--- config.mk ---
export PLATFORM = sky130hd
export DESIGN_NAME = uart_flow_core
export DESIGN_NICKNAME = d
export VERILOG_FILES = /design/src/core/uart_pkg.sv /design/src/core/fifo_if.sv /design/src/core/fifo_buf.sv /design/src/core/uart_flow_core.sv
export SDC_FILE = /design/constraint.sdc
export NUM_CORES = 1
export LEC_CHECK = 0
export BUFFER_PORTS_ARGS = -buffer_cell sky130_fd_sc_hd__buf_2
export CAP_MARGIN = 0
export CORE_UTILIZATION = 24
export DETAILED_ROUTE_END_ITERATION = 10
export PLACE_DENSITY = 0.39
export SLEW_MARGIN = 15
export SYNTH_ARGS = -nofsm -noshare
export SYNTH_HDL_FRONTEND = slang
export SYNTH_SLANG_ARGS = --single-unit
--- constraint.sdc ---
create_clock -name clk_i -period 3.4 [get_ports clk_i]
set_input_delay 0.68 -clock clk_i [delete_from_list [all_inputs] [get_ports clk_i]]
set_output_delay 0.68 -clock clk_i [all_outputs]
set_load 0.02 [all_outputs]
--- src/core/uart_pkg.sv ---
/*
  Shared constants and types for the UART flow-control core: widths,
  bit positions of the control words, trigger tables, reset values and
  the serial state encoding.
  Assumes a single 10 MHz clock domain and no register bus.
*/
package uart_pkg;

  // Data path sizes
  localparam int DATA_W     = 8;
  localparam int ERR_W      = 3;
  localparam int FIFO_DEPTH = 64;
  localparam int LVL_W      = 7;
  localparam int DIV_W      = 16;
  localparam int GPIO_W     = 8;
  localparam int MS_W       = 4;

  // Oversampling: 16 ticks per bit, sampled at the middle tick
  localparam logic [3:0] OVS_LAST = 4'hF;
  localparam logic [3:0] OVS_MID  = 4'h7;
  localparam logic [2:0] BIT_LAST = 3'h7;

  // Bit positions in the control words
  localparam int MCR_DTR  = 0;
  localparam int MCR_RTS  = 1;
  localparam int EFR_ARTS = 6;
  localparam int EFR_ACTS = 7;
  localparam int FCR_EN   = 0;
  localparam int IER_RXD  = 0;
  localparam int IER_TXS  = 1;
  localparam int IER_LSR  = 2;
  localparam int IER_MSR  = 3;

  // Modem lines shared with general purpose pins
  localparam int GP_DSR = 4;
  localparam int GP_DTR = 5;
  localparam int GP_CD  = 6;
  localparam int GP_RI  = 7;

  // Reset values and minimum divisor
  localparam logic             RTS_N_RST = 1'b1;
  localparam logic             IRQ_N_RST = 1'b1;
  localparam logic [DIV_W-1:0] DIV_MIN   = 16'h0001;

  // Trigger levels in characters
  localparam logic [LVL_W-1:0] TRIG_OFF      = 7'h01;
  localparam logic [LVL_W-1:0] FIFO_FULL_LVL = 7'h40;
  localparam logic [LVL_W-1:0] RX_TRIG_TAB   [4] = '{7'h08, 7'h10, 7'h38, 7'h3C};
  localparam logic [LVL_W-1:0] RX_RESUME_TAB [4] = '{7'h00, 7'h08, 7'h10, 7'h38};
  localparam logic [LVL_W-1:0] TX_TRIG_TAB   [4] = '{7'h08, 7'h10, 7'h20, 7'h38};

  // Serial engine states, one-hot
  typedef enum logic [3:0] {
    S_IDLE  = 4'h1,
    S_START = 4'h2,
    S_DATA  = 4'h4,
    S_STOP  = 4'h8
  } ser_state_t;

endpackage

--- src/core/fifo_if.sv ---
/*
  Carrier between the core and its FIFOs: fill side, drain side and level.
  Assumes both ends run on the same clock.
*/
`timescale 1ns/1ps
interface fifo_if #(parameter int W = 8);
  import uart_pkg::*;
  logic [W-1:0]     wdata;
  logic             wvalid;
  logic             wready;
  logic [W-1:0]     rdata;
  logic             rvalid;
  logic             rready;
  logic [LVL_W-1:0] count;

  modport store (input wdata, wvalid, rready, output wready, rdata, rvalid, count);
  modport fill  (output wdata, wvalid, input wready);
  modport drain (input rdata, rvalid, count, output rready);
endinterface

--- src/core/fifo_buf.sv ---
/*
  Synchronous FIFO with registered ready, valid and level.
  Assumes the drain side reads rdata in the cycle it raises rready.
*/
`timescale 1ns/1ps
module fifo_buf
  import uart_pkg::*;
#(
  parameter int W     = 8,
  parameter int DEPTH = FIFO_DEPTH
) (
  input  wire logic clk_i,
  input  wire logic rst_i,
  fifo_if.store     f
);
  localparam int AW = $clog2(DEPTH);

  logic [W-1:0]  mem [DEPTH];
  logic [AW-1:0] wp_q;
  logic [AW-1:0] rp_q;
  logic [AW:0]   cnt_q;
  logic [AW:0]   cnt_d;
  logic          wready_q;
  logic          rvalid_q;

  // Handshakes and next level
  wire push = f.wvalid & wready_q;
  wire pop  = f.rready & rvalid_q;
  assign cnt_d = cnt_q + (AW+1)'(push) - (AW+1)'(pop);

  // Pointers and flags
  always_ff @(posedge clk_i) begin
    if (rst_i) begin
      wp_q     <= '0;
      rp_q     <= '0;
      cnt_q    <= '0;
      wready_q <= 1'b1;
      rvalid_q <= 1'b0;
    end else begin
      wp_q     <= wp_q + AW'(push);
      rp_q     <= rp_q + AW'(pop);
      cnt_q    <= cnt_d;
      wready_q <= cnt_d != (AW+1)'(DEPTH);
      rvalid_q <= cnt_d != '0;
    end
  end

  // Storage, no reset needed
  always_ff @(posedge clk_i) begin
    if (push) begin
      mem[wp_q] <= f.wdata;
    end
  end

  assign f.rdata  = mem[rp_q];
  assign f.wready = wready_q;
  assign f.rvalid = rvalid_q;
  assign f.count  = LVL_W'(cnt_q);
endmodule

--- src/core/uart_flow_core.sv ---
/*
  UART core with 64-entry transmit and receive FIFOs, trigger levels,
  baud divider, automatic RTS/CTS flow control, modem/GPIO pins and an
  open-drain interrupt output.
  Assumes host-side control words and strobes come from logic on clk_i;
  serial and pin inputs are asynchronous and synchronised here.
*/
// Function
// - Interrupt output open-drain, active low, only for enabled sources
// - Sources: pin changes, line errors, receive data, transmit space, modem status
// - Modem control bit 1 set drives RTS pin low
// - RTS pin is high after any reset
// - RTS steers flow only when automatic RTS is enabled
// - Both FIFOs hold 64 characters; receive entries carry three error bits
// - Baud divider uses a 16-bit divisor from 1 to 65535
// - FIFOs disabled after reset, so trigger level is one character
// - Receive and transmit trigger levels set independently, selectable or programmed
// - Zero trigger level register selects FIFO control table levels
// - Auto CTS and auto RTS enabled separately by feature bits 7 and 6
// - Auto CTS: a character starts only while CTS is low
// - Auto RTS: asserted while receive FIFO has room, dropped when full enough
// - Zero transmission control register uses FIFO control trigger levels
// - Pins 4 to 7 are either general purpose or modem lines
// - CTS level readable as modem status bit 4
// - RTS drops at halt level bits 3:0, returns at resume bits 7:4
`timescale 1ns/1ps
module uart_flow_core
  import uart_pkg::*;
(
  input  wire logic              clk_i,
  input  wire logic              rst_i,
  input  wire logic [DATA_W-1:0] tx_data_i,
  input  wire logic              tx_valid_i,
  output logic                   tx_ready_o,
  output logic [DATA_W-1:0]      rx_data_o,
  output logic [ERR_W-1:0]       rx_err_o,
  output logic                   rx_valid_o,
  input  wire logic              rx_ready_i,
  output logic [LVL_W-1:0]       tx_level_o,
  output logic [LVL_W-1:0]       rx_level_o,
  input  wire logic              rx_i,
  output logic                   tx_o,
  input  wire logic              cts_n_i,
  output logic                   rts_n_o,
  input  wire logic [7:0]        modem_control_reg_i,
  input  wire logic [7:0]        enhanced_feature_reg_i,
  input  wire logic [7:0]        fifo_control_reg_i,
  input  wire logic [7:0]        trigger_level_reg_i,
  input  wire logic [7:0]        transmission_control_reg_i,
  input  wire logic [7:0]        interrupt_enable_reg_i,
  input  wire logic [DIV_W-1:0]  divisor_i,
  input  wire logic [GPIO_W-1:0] io_dir_i,
  input  wire logic [GPIO_W-1:0] io_out_i,
  input  wire logic [GPIO_W-1:0] io_int_en_i,
  input  wire logic              io_modem_sel_i,
  input  wire logic              line_status_read_i,
  input  wire logic              modem_status_read_i,
  input  wire logic              io_state_read_i,
  output logic [ERR_W-1:0]       line_status_o,
  output logic [7:0]             modem_status_reg_o,
  output logic [GPIO_W-1:0]      io_state_o,
  output logic [GPIO_W-1:0]      io_change_o,
  input  wire logic [GPIO_W-1:0] gpio_i,
  output logic [GPIO_W-1:0]      gpio_o,
  output logic [GPIO_W-1:0]      gpio_oe_o,
  output logic                   interrupt_request_n_o,
  output logic                   interrupt_request_oe_o
);
  fifo_if #(.W(DATA_W))       txf ();
  fifo_if #(.W(DATA_W+ERR_W)) rxf ();

  // FIFOs, 64 deep each
  fifo_buf #(.W(DATA_W), .DEPTH(FIFO_DEPTH)) u_tx_fifo (
    .clk_i (clk_i),
    .rst_i (rst_i),
    .f     (txf)
  );
  fifo_buf #(.W(DATA_W+ERR_W), .DEPTH(FIFO_DEPTH)) u_rx_fifo (
    .clk_i (clk_i),
    .rst_i (rst_i),
    .f     (rxf)
  );

  // Pin synchronisers, two stages
  logic [GPIO_W+1:0] pin_m_q;
  logic [GPIO_W+1:0] pin_s_q;
  always_ff @(posedge clk_i) begin
    if (rst_i) begin
      pin_m_q <= '1;
      pin_s_q <= '1;
    end else begin
      pin_m_q <= {cts_n_i, rx_i, gpio_i};
      pin_s_q <= pin_m_q;
    end
  end
  wire              cts_s = pin_s_q[GPIO_W+1];
  wire              rx_s  = pin_s_q[GPIO_W];
  wire [GPIO_W-1:0] gp_s  = pin_s_q[GPIO_W-1:0];

  // Control decode
  wire fifo_en   = fifo_control_reg_i[FCR_EN];
  wire auto_cts  = enhanced_feature_reg_i[EFR_ACTS];
  wire auto_rts  = enhanced_feature_reg_i[EFR_ARTS];
  wire [LVL_W-1:0] rx_sel = RX_TRIG_TAB[fifo_control_reg_i[7:6]];
  wire [LVL_W-1:0] tx_sel = TX_TRIG_TAB[fifo_control_reg_i[5:4]];

  // Trigger levels: disabled FIFO means one, else programmed or table
  wire [LVL_W-1:0] rx_prog = {1'b0, trigger_level_reg_i[7:4], 2'b00};
  wire [LVL_W-1:0] tx_prog = {1'b0, trigger_level_reg_i[3:0], 2'b00};
  wire [LVL_W-1:0] rx_trig = !fifo_en ? TRIG_OFF : (rx_prog != '0 ? rx_prog : rx_sel);
  wire [LVL_W-1:0] tx_trig = !fifo_en ? TRIG_OFF : (tx_prog != '0 ? tx_prog : tx_sel);
  wire [LVL_W-1:0] tx_space = FIFO_FULL_LVL - txf.count;
  wire rx_avail = rxf.count >= rx_trig;
  wire tx_room  = tx_space >= tx_trig;

  // Flow thresholds: table levels when the control word is zero
  wire tcr_zero = transmission_control_reg_i == 8'h00;
  wire [LVL_W-1:0] halt_lvl = tcr_zero ? rx_sel
                              : {1'b0, transmission_control_reg_i[3:0], 2'b00};
  wire [LVL_W-1:0] resume_lvl = tcr_zero ? RX_RESUME_TAB[fifo_control_reg_i[7:6]]
                                : {1'b0, transmission_control_reg_i[7:4], 2'b00};

  // Baud tick generator, divisor of zero treated as one
  logic [DIV_W-1:0] div_q;
  logic             tick_q;
  wire [DIV_W-1:0]  div_eff = (divisor_i == '0) ? DIV_MIN : divisor_i;
  wire              div_hit = div_q >= (div_eff - DIV_MIN);
  always_ff @(posedge clk_i) begin
    if (rst_i) begin
      div_q  <= '0;
      tick_q <= 1'b0;
    end else begin
      div_q  <= div_hit ? '0 : div_q + DIV_MIN;
      tick_q <= div_hit;
    end
  end

  // Transmitter
  ser_state_t        tx_st_q;
  logic [DATA_W-1:0] tx_sh_q;
  logic [3:0]        tx_ovs_q;
  logic [2:0]        tx_bit_q;
  logic              tx_q;
  wire cts_ok  = !auto_cts || !cts_s;
  wire tx_pop  = (tx_st_q == S_IDLE) && txf.rvalid && cts_ok;
  wire tx_bend = tick_q && (tx_ovs_q == OVS_LAST);
  assign txf.rready = tx_pop;
  assign txf.wdata  = tx_data_i;
  assign txf.wvalid = tx_valid_i;

  // Bit timing counter runs only inside a character
  always_ff @(posedge clk_i) begin
    if (rst_i || tx_st_q == S_IDLE) begin
      tx_ovs_q <= '0;
    end else if (tick_q) begin
      tx_ovs_q <= tx_ovs_q + 4'h1;
    end
  end

  // Character framing, CTS looked at only between characters
  always_ff @(posedge clk_i) begin
    if (rst_i) begin
      tx_st_q  <= S_IDLE;
      tx_sh_q  <= '0;
      tx_bit_q <= '0;
      tx_q     <= 1'b1;
    end else begin
      case (tx_st_q)
        S_IDLE: if (tx_pop) begin
          tx_sh_q <= txf.rdata;
          tx_q    <= 1'b0;
          tx_st_q <= S_START;
        end
        S_START: if (tx_bend) begin
          tx_q     <= tx_sh_q[0];
          tx_bit_q <= '0;
          tx_st_q  <= S_DATA;
        end
        S_DATA: if (tx_bend) begin
          tx_sh_q  <= tx_sh_q >> 1;
          tx_bit_q <= tx_bit_q + 3'h1;
          tx_q     <= (tx_bit_q == BIT_LAST) ? 1'b1 : tx_sh_q[1];
          tx_st_q  <= (tx_bit_q == BIT_LAST) ? S_STOP : S_DATA;
        end
        S_STOP: if (tx_bend) begin
          tx_st_q <= S_IDLE;
        end
        default: tx_st_q <= S_IDLE;
      endcase
    end
  end

  // Receiver, samples at the middle of each bit
  ser_state_t        rx_st_q;
  logic [DATA_W-1:0] rx_sh_q;
  logic [3:0]        rx_ovs_q;
  logic [2:0]        rx_bit_q;
  logic              rx_push_q;
  logic [ERR_W-1:0]  rx_err_q;
  logic              ovr_pend_q;
  wire rx_samp = tick_q && (rx_ovs_q == OVS_MID);
  assign rxf.wvalid = rx_push_q;
  assign rxf.wdata  = {rx_err_q, rx_sh_q};
  assign rxf.rready = rx_ready_i;

  always_ff @(posedge clk_i) begin
    if (rst_i || rx_st_q == S_IDLE) begin
      rx_ovs_q <= '0;
    end else if (tick_q) begin
      rx_ovs_q <= rx_ovs_q + 4'h1;
    end
  end

  // Error bits per entry: break, framing, overrun
  always_ff @(posedge clk_i) begin
    if (rst_i) begin
      rx_st_q   <= S_IDLE;
      rx_sh_q   <= '0;
      rx_bit_q  <= '0;
      rx_push_q <= 1'b0;
      rx_err_q  <= '0;
    end else begin
      rx_push_q <= 1'b0;
      case (rx_st_q)
        S_IDLE: if (!rx_s) begin
          rx_st_q <= S_START;
        end
        S_START: if (rx_samp) begin
          rx_bit_q <= '0;
          rx_st_q  <= rx_s ? S_IDLE : S_DATA;
        end
        S_DATA: if (rx_samp) begin
          rx_sh_q  <= {rx_s, rx_sh_q[DATA_W-1:1]};
          rx_bit_q <= rx_bit_q + 3'h1;
          rx_st_q  <= (rx_bit_q == BIT_LAST) ? S_STOP : S_DATA;
        end
        S_STOP: if (rx_samp) begin
          rx_err_q  <= {(rx_sh_q == '0) && !rx_s, !rx_s, ovr_pend_q};
          rx_push_q <= 1'b1;
          rx_st_q   <= S_IDLE;
        end
        default: rx_st_q <= S_IDLE;
      endcase
    end
  end

  // Overrun: a character lost to a full FIFO marks the next stored one
  wire ovr_set = rx_push_q && !rxf.wready;
  always_ff @(posedge clk_i) begin
    if (rst_i) begin
      ovr_pend_q <= 1'b0;
    end else begin
      ovr_pend_q <= ovr_set || (ovr_pend_q && !(rx_push_q && rxf.wready));
    end
  end

  // Sticky line status, a new error beats a read in the same cycle
  logic [ERR_W-1:0] line_q;
  wire  [ERR_W-1:0] line_set = rx_push_q ? {rx_err_q[2:1], ovr_set} : '0;
  always_ff @(posedge clk_i) begin
    if (rst_i) begin
      line_q <= '0;
    end else begin
      line_q <= line_set | (line_q & {ERR_W{!line_status_read_i}});
    end
  end

  // Auto RTS hysteresis: drop at halt level, return at resume level
  logic arts_on_q;
  logic rts_q;
  always_ff @(posedge clk_i) begin
    if (rst_i) begin
      arts_on_q <= 1'b1;
      rts_q     <= RTS_N_RST;
    end else begin
      arts_on_q <= (rxf.count >= halt_lvl) ? 1'b0
                   : (rxf.count <= resume_lvl) ? 1'b1 : arts_on_q;
      rts_q     <= auto_rts ? !arts_on_q : !modem_control_reg_i[MCR_RTS];
    end
  end

  // Modem status: high nibble live levels, low nibble sticky deltas
  wire [MS_W-1:0] ms_now = io_modem_sel_i ? {!gp_s[GP_CD], !gp_s[GP_RI], !gp_s[GP_DSR], !cts_s}
                                          : {3'h0, !cts_s};
  logic [MS_W-1:0] ms_hi_q;
  logic [MS_W-1:0] ms_dl_q;
  logic [GPIO_W-1:0] io_q;
  logic [GPIO_W-1:0] io_chg_q;
  logic [GPIO_W-1:0] gpo_q;
  logic [GPIO_W-1:0] gpoe_q;

  // Per-line deltas and per-pin GPIO behaviour
  generate
    for (genvar k = 0; k < MS_W; k++) begin : g_ms
      always_ff @(posedge clk_i) begin
        if (rst_i) begin
          ms_hi_q[k] <= 1'b0;
          ms_dl_q[k] <= 1'b0;
        end else begin
          ms_hi_q[k] <= ms_now[k];
          ms_dl_q[k] <= (ms_now[k] ^ ms_hi_q[k]) || (ms_dl_q[k] && !modem_status_read_i);
        end
      end
    end
    for (genvar k = 0; k < GPIO_W; k++) begin : g_io
      wire modem_in  = io_modem_sel_i && (k == GP_DSR || k == GP_CD || k == GP_RI);
      wire modem_out = io_modem_sel_i && (k == GP_DTR);
      always_ff @(posedge clk_i) begin
        if (rst_i) begin
          io_q[k]     <= 1'b1; // Matches synchroniser preset, no false change
          io_chg_q[k] <= 1'b0;
          gpo_q[k]    <= 1'b0;
          gpoe_q[k]   <= 1'b0;
        end else begin
          io_q[k]     <= gp_s[k];
          io_chg_q[k] <= ((gp_s[k] ^ io_q[k]) && !gpoe_q[k]) || (io_chg_q[k] && !io_state_read_i);
          gpo_q[k]    <= modem_out ? !modem_control_reg_i[MCR_DTR] : io_out_i[k];
          gpoe_q[k]   <= modem_out || (!modem_in && io_dir_i[k]);
        end
      end
    end
  endgenerate

  // CTS changes raise no interrupt while auto CTS runs the transmitter
  wire [MS_W-1:0] ms_irq = ms_dl_q & {3'h7, !auto_cts};
  wire irq_any = (interrupt_enable_reg_i[IER_RXD] && rx_avail)
              || (interrupt_enable_reg_i[IER_TXS] && tx_room)
              || (interrupt_enable_reg_i[IER_LSR] && (line_q != '0))
              || (interrupt_enable_reg_i[IER_MSR] && (ms_irq != '0))
              || ((io_chg_q & io_int_en_i) != '0);

  // Open-drain request: enable high only while pulling low
  logic irq_n_q;
  logic irq_oe_q;
  always_ff @(posedge clk_i) begin
    if (rst_i) begin
      irq_n_q  <= IRQ_N_RST;
      irq_oe_q <= 1'b0;
    end else begin
      irq_n_q  <= !irq_any;
      irq_oe_q <= irq_any;
    end
  end

  // Output wiring
  assign tx_ready_o             = txf.wready;
  assign rx_data_o              = rxf.rdata[DATA_W-1:0];
  assign rx_err_o               = rxf.rdata[DATA_W+ERR_W-1:DATA_W];
  assign rx_valid_o             = rxf.rvalid;
  assign tx_level_o             = txf.count;
  assign rx_level_o             = rxf.count;
  assign tx_o                   = tx_q;
  assign rts_n_o                = rts_q;
  assign line_status_o          = line_q;
  assign modem_status_reg_o     = {ms_hi_q, ms_dl_q};
  assign io_state_o             = io_q;
  assign io_change_o            = io_chg_q;
  assign gpio_o                 = gpo_q;
  assign gpio_oe_o              = gpoe_q;
  assign interrupt_request_n_o  = irq_n_q;
  assign interrupt_request_oe_o = irq_oe_q;
endmodule

# Word level (Yosys, flattened, before mapping)
# Memory sizes are Yosys's and may differ from the RTL's. A register that Yosys moved wholly into a read port is not among the register bits.
# Cells that the tools add are included.
dict set report totals {
  ff_bits 170
  in_bits 114
  mem_bits_rw 1216
  out_inout_bits 74
  mem_count 2
}
dict set report classes {
  eq_ne 22
  addsub 15
  reduce_logical 105
  n_bitwise 23
  mux 56
  magnitude_cmp 7
}
# name words word_bits rd rd_clocked_by_memory_dff write_ports line
set memory_table {}
lappend memory_table {u_rx_fifo.mem 64 11 1 1 1 fifo_buf.sv:18} ;# logic [W-1:0] mem [DEPTH];
lappend memory_table {u_tx_fifo.mem 64 8 1 1 1 fifo_buf.sv:18}
# operator count
set op_table {}
lappend op_table {{two-way mux 7 bit} 12}
lappend op_table {{two-way mux 4 bit} 11}
lappend op_table {{binary-select mux 7 bit (select 2 bit)} 3}
lappend op_table {{logical AND 1 bit} 35}
lappend op_table {{case mux 4 bit (4 select lines)} 2}
lappend op_table {{nonzero test 7 bit} 4}
lappend op_table {{adder 6 x 1 -> 6 bit} 4}
lappend op_table {{logical NOT 1 bit} 24}
lappend op_table {{>= comparator 7 bit} 3}
lappend op_table {{logical OR 1 bit} 21}
lappend op_table {{two-way mux 3 bit} 6}
lappend op_table {{adder 16 x 1 -> 16 bit (second input constant)} 1}
lappend op_table {{>= comparator 16 bit} 1}
lappend op_table {{logical NOT 16 bit} 1}
lappend op_table {{logical NOT 8 bit} 2}
lappend op_table {{two-way mux 16 bit} 1}
lappend op_table {{two-way mux 8 bit} 2}
lappend op_table {{case mux 8 bit (2 select lines)} 1}
lappend op_table {{subtractor 16 x 1 -> 16 bit (second input constant)} 1}
lappend op_table {{adder 7 x 1 -> 7 bit} 2}
lappend op_table {{inequality test 2 bit (second input constant)} 7}
lappend op_table {{inequality test 7 bit (second input constant)} 2}
lappend op_table {{subtractor 7 x 1 -> 7 bit} 2}
lappend op_table {{two-way mux 1 bit} 13}
lappend op_table {{other kinds (30)} 67}

# Longest topological paths before layout
dict set report logic_depth {
  ltp_word 13
  mapped_depth 17
  depth_no_buf 16
}

# Modules after synthesis
# Synthesis repeated with hierarchy kept, for this count alone.
dict set report unflattened {
  hier_cells 3155
  area_unflattened_um2 55381.9
}
# module cells_per_inst n_inst seq_area_each_um2 area_each_um2
set modules_own_cells {}
lappend modules_own_cells {{fifo_buf (u_rx_fifo)} 1397 1 21560.7 28283.4}
lappend modules_own_cells {{fifo_buf (u_tx_fifo)} 1074 1 15795.1 21000.1}
lappend modules_own_cells {uart_flow_core 684 1 2562.5 6098.3}

# Worst setup path before layout
# OpenSTA, ideal clock, no wires.
dict set report synth_timing {
  path_kind {input to register}
  from {in divisor_i[7]}
  to {reg div_q[10]}
  arrival_ns 3.633
  cell_stages 16
  setup_slack_ns -0.318
  setup_ns 0.086
  path_cell_list {or4_1 -> nor2_1 -> nand3_1 -> nor2_1 -> nor2_1 -> ha_1 -> nand2_1 -> nor2_1 -> nand3_1 -> xor2_1 -> ha_1 -> a21o_1 -> a21oi_1 -> o2111ai_1 -> clkbuf_1 -> a211oi_1}
}
dict set report synth_via {
  elab_chain_cells 5
}
# element line
set synth_rtl {}
lappend synth_rtl {{start: declaration} uart_flow_core.sv:51} ;# input wire logic [DIV_W-1:0] divisor_i,
lappend synth_rtl {{logical NOT 16 bit} uart_flow_core.sv:126} ;# wire [DIV_W-1:0] div_eff = (divisor_i == '0) ? DIV_MIN : divisor_i;
lappend synth_rtl {{two-way mux 16 bit (*)} uart_flow_core.sv:126}
lappend synth_rtl {{subtractor 16 x 1 -> 16 bit (*)} uart_flow_core.sv:127} ;# wire div_hit = div_q >= (div_eff - DIV_MIN);
lappend synth_rtl {{>= comparator 16 bit (*)} uart_flow_core.sv:127}
lappend synth_rtl {{OR reduction 2 bit (no line) (*)} --}
lappend synth_rtl {{end signal: assignment} uart_flow_core.sv:133} ;# div_q <= div_hit ? '0 : div_q + DIV_MIN;
lappend synth_rtl {{end: declaration} uart_flow_core.sv:124} ;# logic [DIV_W-1:0] div_q;
# Every way passes the cells marked *; elsewhere a longest branch is shown, timed or not.
# A chain may end at the register's enable or synchronous reset.

==> run metrics <==
Antenna Nets Post-Route 0; Final Hold Vio Count 0; leakage dissipation between 20 and 25 nW; Max Root-Sink Buffers 3; pwr dens 636.0 mW/mm^2; pre-CTS WS -0.3758 ns; clk root buf clkbuf_16; Rows 175; Hold Path Stages 2; vias in the first global route 30,090; crit path kind flip-flop to output pin; CP arrival between 3 and 4 ns; clk slew on worst S/H paths about 0.06 ns; CP Max Fanout 5; FMAX roughly 250 MHz; clk_skew 0.03374 ns; Starting Density between 20% and 30%; most frequent cells in the layout edfxtp_1, mux4_2, nor2_1; Routed WL per cell ~23 um; R2R depth 15; area leader, netlist edfxtp_1; CP max stage delay approximately 0.56 ns; share of synthesized flip-flops with an asynchronous set or reset 0%; DP HPWL 96,530 um; first-pass GRT wire length roughly 220,000 um; Setup crit start kind flip-flop; CTS sink cnt around 1,400; sequential share of the synthesized area 72.27%; vias per inst about 4.4; simple-gate portion of the synthesized area under 10%; Initial DRT Pass Iterations 5; maximum capacitance violations 0; grt met2 use 21.08%; crit path time final a little over 4 ns; adder-cell share of the synthesized area 1.635%; Tot Pwr between 40 and 50 mW; CTS buffer count between 150 and 200; buffers added on ports between 150 and 200; CP max stage cell mux4_2; Mean Syn Cell Area between 15 and 20 sq um; non-filler cells, final between 6,000 and 7,000; status finished, violations left; Post-Synth XOR/XNOR Area under 10%; Synth Register Bits 1,386; Slew Limit Fails 0; # IOs roughly 190; DR DRC count 0; total gr overflow 0; final WL between 150,000 and 200,000 um; Post-synth EDFFs roughly 1,200; multiplexer share of the synthesized area approximately 15%; synth top area cells edfxtp_1, mux4_2, dfxtp_1; post-placement cell count 6,344; H-Tree Depth 4; relative slew slack 27.40%; Hold Crit Class input pin to flip-flop; gpl congestion 0.7444; setup violators final 11; area delta synth->final 22.06%; top cell type's share of synthesized area approximately 66%; Slew @ Worst Pin between 1 and 1.5 ns; die width 481.8 um; critical path launch point u_rx_fifo.rp_q[0]; main flop type after synthesis edfxtp_1; Yosys cell types slightly below 70; WP data required ~2.7 ns; Max VDD drop about 440 uV; Reg-to-Reg End u_tx_fifo.f.rvalid; CP Capture Type output pin; overall routing resource usage between 10% and 20%; Ys Warns 0; grt met1 use a little under a fifth; commonest non-fill, non-tap cell in the layout edfxtp_1; final net count around 3,700; Setup WS post-layout -0.6328 ns; failing checks setup timing; RSZ-0062 raised after global routing true; r2r setup slk roughly 0.30 ns; crit share post-route 118.6%; crit-path cells buf_12, buf_12, clkbuf_16, mux4_2, mux4_2, mux2_4, nand2_2, o21ai_4, buf_6; initial DRC count just under 2,000; setup tns final -6.482 ns; CTS tree built; area of the die 0.2321 sq mm; Hold Slack approximately 0.087 ns; Fillers 22,690; largest net degree at the start of global routing 67; initial antenna violation count 12; Syn Nets 3,239; die height a little under 500 um; Worst-Skew Late Latency about 0.8 ns; crit path to rx_data_o[7]; grt peak-use layer met2; number of cells produced by synthesis 3,054; M3 GR Usage ~2.3%; Compound-Gate Fraction of Synth Area a little over 3%; layout cell share with drive strength beyond 1 approximately 30%; Synth Cell Area 0.05524 sq mm; Reg-to-Reg Start tx_st_q[3]; largest family of logic cells by synthesized area multiplexers; Via Count between 20,000 and 30,000; core area around 0.23 sq mm
-- worst min-delay path by stage --
| stage | start | to | slack (ns) |
|---|---|---|---|
| 6_report | gpio_i[7] | pin_m_q[7] | 0.09 |
| 5_1_grt | gpio_i[7] | pin_m_q[7] | 0.03 |
| 4_1_cts | gpio_i[6] | pin_m_q[6] | 0.003 |
| 3_5_place_dp | pin_m_q[2] | pin_s_q[2] | 0.39 |
| 3_3_place_gp | pin_m_q[5] | pin_s_q[5] | 0.39 |
| 2_1_floorplan | pin_m_q[0] | pin_s_q[0] | 0.39 |
-- cell type report --
type	count	area, sq um	share of cell area [%]
flip-flops and latches	1386	39950	59.26
multi-input cells	1467	14650	21.73
clock buffers	218	4441	6.586
repair buffers	481	4006	5.942
well taps	3009	3765	5.584
clock inverters	62	441.7	0.6551
inverters	42	157.7	0.2338
diodes	3	7.507	0.01113
-- metal layers --
metal | vias up | part of all wire, %
met3 | 213 | 3.8
li1 | 13120 | -
met4 | 8 | 2.1
met2 | 512 | 47
met1 | 15150 | 47
met5 | - | 0.036
-- state kept, by name, indices dropped and copies added, names as in the netlist, 4 cells and up, named ones only --
name	count
rx_ovs_q	4
pin_m_q	10
u_tx_fifo.rp_q	6
io_change_o	8
div_q	16
u_rx_fifo.mem	704
pin_s_q	10
u_tx_fifo.f.count	7
rx_st_q	4
modem_status_reg_o	8
u_tx_fifo.wp_q	6
u_rx_fifo.rp_q	6
gpio_oe_o	8
io_state_o	8
tx_sh_q	8
u_rx_fifo.f.count	7
rx_sh_q	8
gpio_o	8
tx_st_q	4
u_tx_fifo.mem	512
u_rx_fifo.wp_q	6
tx_ovs_q	4
-- cells by family (layout without fill, tap and decap cells) --
family / Yosys count / after routing
DFF: 1386 / 1386
AOI/OAI and AO/OA: 268 / 268
xor gates and xnor gates: 72 / 72
and+or+nand+nor: 614 / 614
muxes: 442 / 442
buffers and inverters: 201 / 803
adders and majority gates: 71 / 71
other: 0 / 3
-- through the flow --
stage	cell area, sq um	util [%]
4_1_cts	67400	29.54
3_3_place_gp	61670	27.03
3_5_place_dp	61670	27.03
6_report	67420	29.55
5_1_grt	67420	29.55
2_1_floorplan	55320	-
-- worst max-delay path: cells and delay by family, from the launching register on --
kind / cells / cell delay, ns
flip-flops: 1 / 0.40
AND/OR/NAND/NOR: 1 / 0.09
multiplexers: 3 / 1.42
buffers and inverters: 4 / 0.55
AO/OA/AOI/OAI: 1 / 0.08
-- power by group --
group	total, mW	leakage (nW)	internal (mW)	switching (mW)
combinational	7.76	6.85	3.89	3.88
sequential	18.9	12.5	18.6	0.265
clock	16.3	2.38	9.45	6.82
total	42.9	21.8	31.9	11.0
-- synthesized netlist by cell type, types with 5 or more instances --
master       n
buf_1       15
a211oi_1    20
nand2_1     95
a21oi_1     75
mux4_2     303
a21o_1       7
buf_2       30
nor2_1     263
nand2b_1    19
edfxtp_1  1216
xnor2_1     46
o221ai_1    11
clkbuf_1    91
nand3b_1    14
nand3_1     35
a221oi_1     8
o22ai_1     22
or3b_2       7
o21ai_0     44
and2_1       7
dfxtp_1    170
and3_1       5
nor2b_1     48
or2_2       39
inv_1       41
nor4_1      12
a22oi_1     24
o21ai_1      9
nor3_1      26
buf_4       20
nand4_1     21
xor2_1      26
or3_1        5
a31oi_1      8
mux2i_1    130
ha_1        69
mux2_2       9
-- repair_timing --
action,in CTS,in global routing
resized for setup,59,15
endpoints found under the setup margin,11,12
hold endpoints to repair,4,0
hold buffers,4,0
pin swaps,2,4
gates cloned,8,1
buffers inserted,30,7
Power figures use the tool's default switching activity.
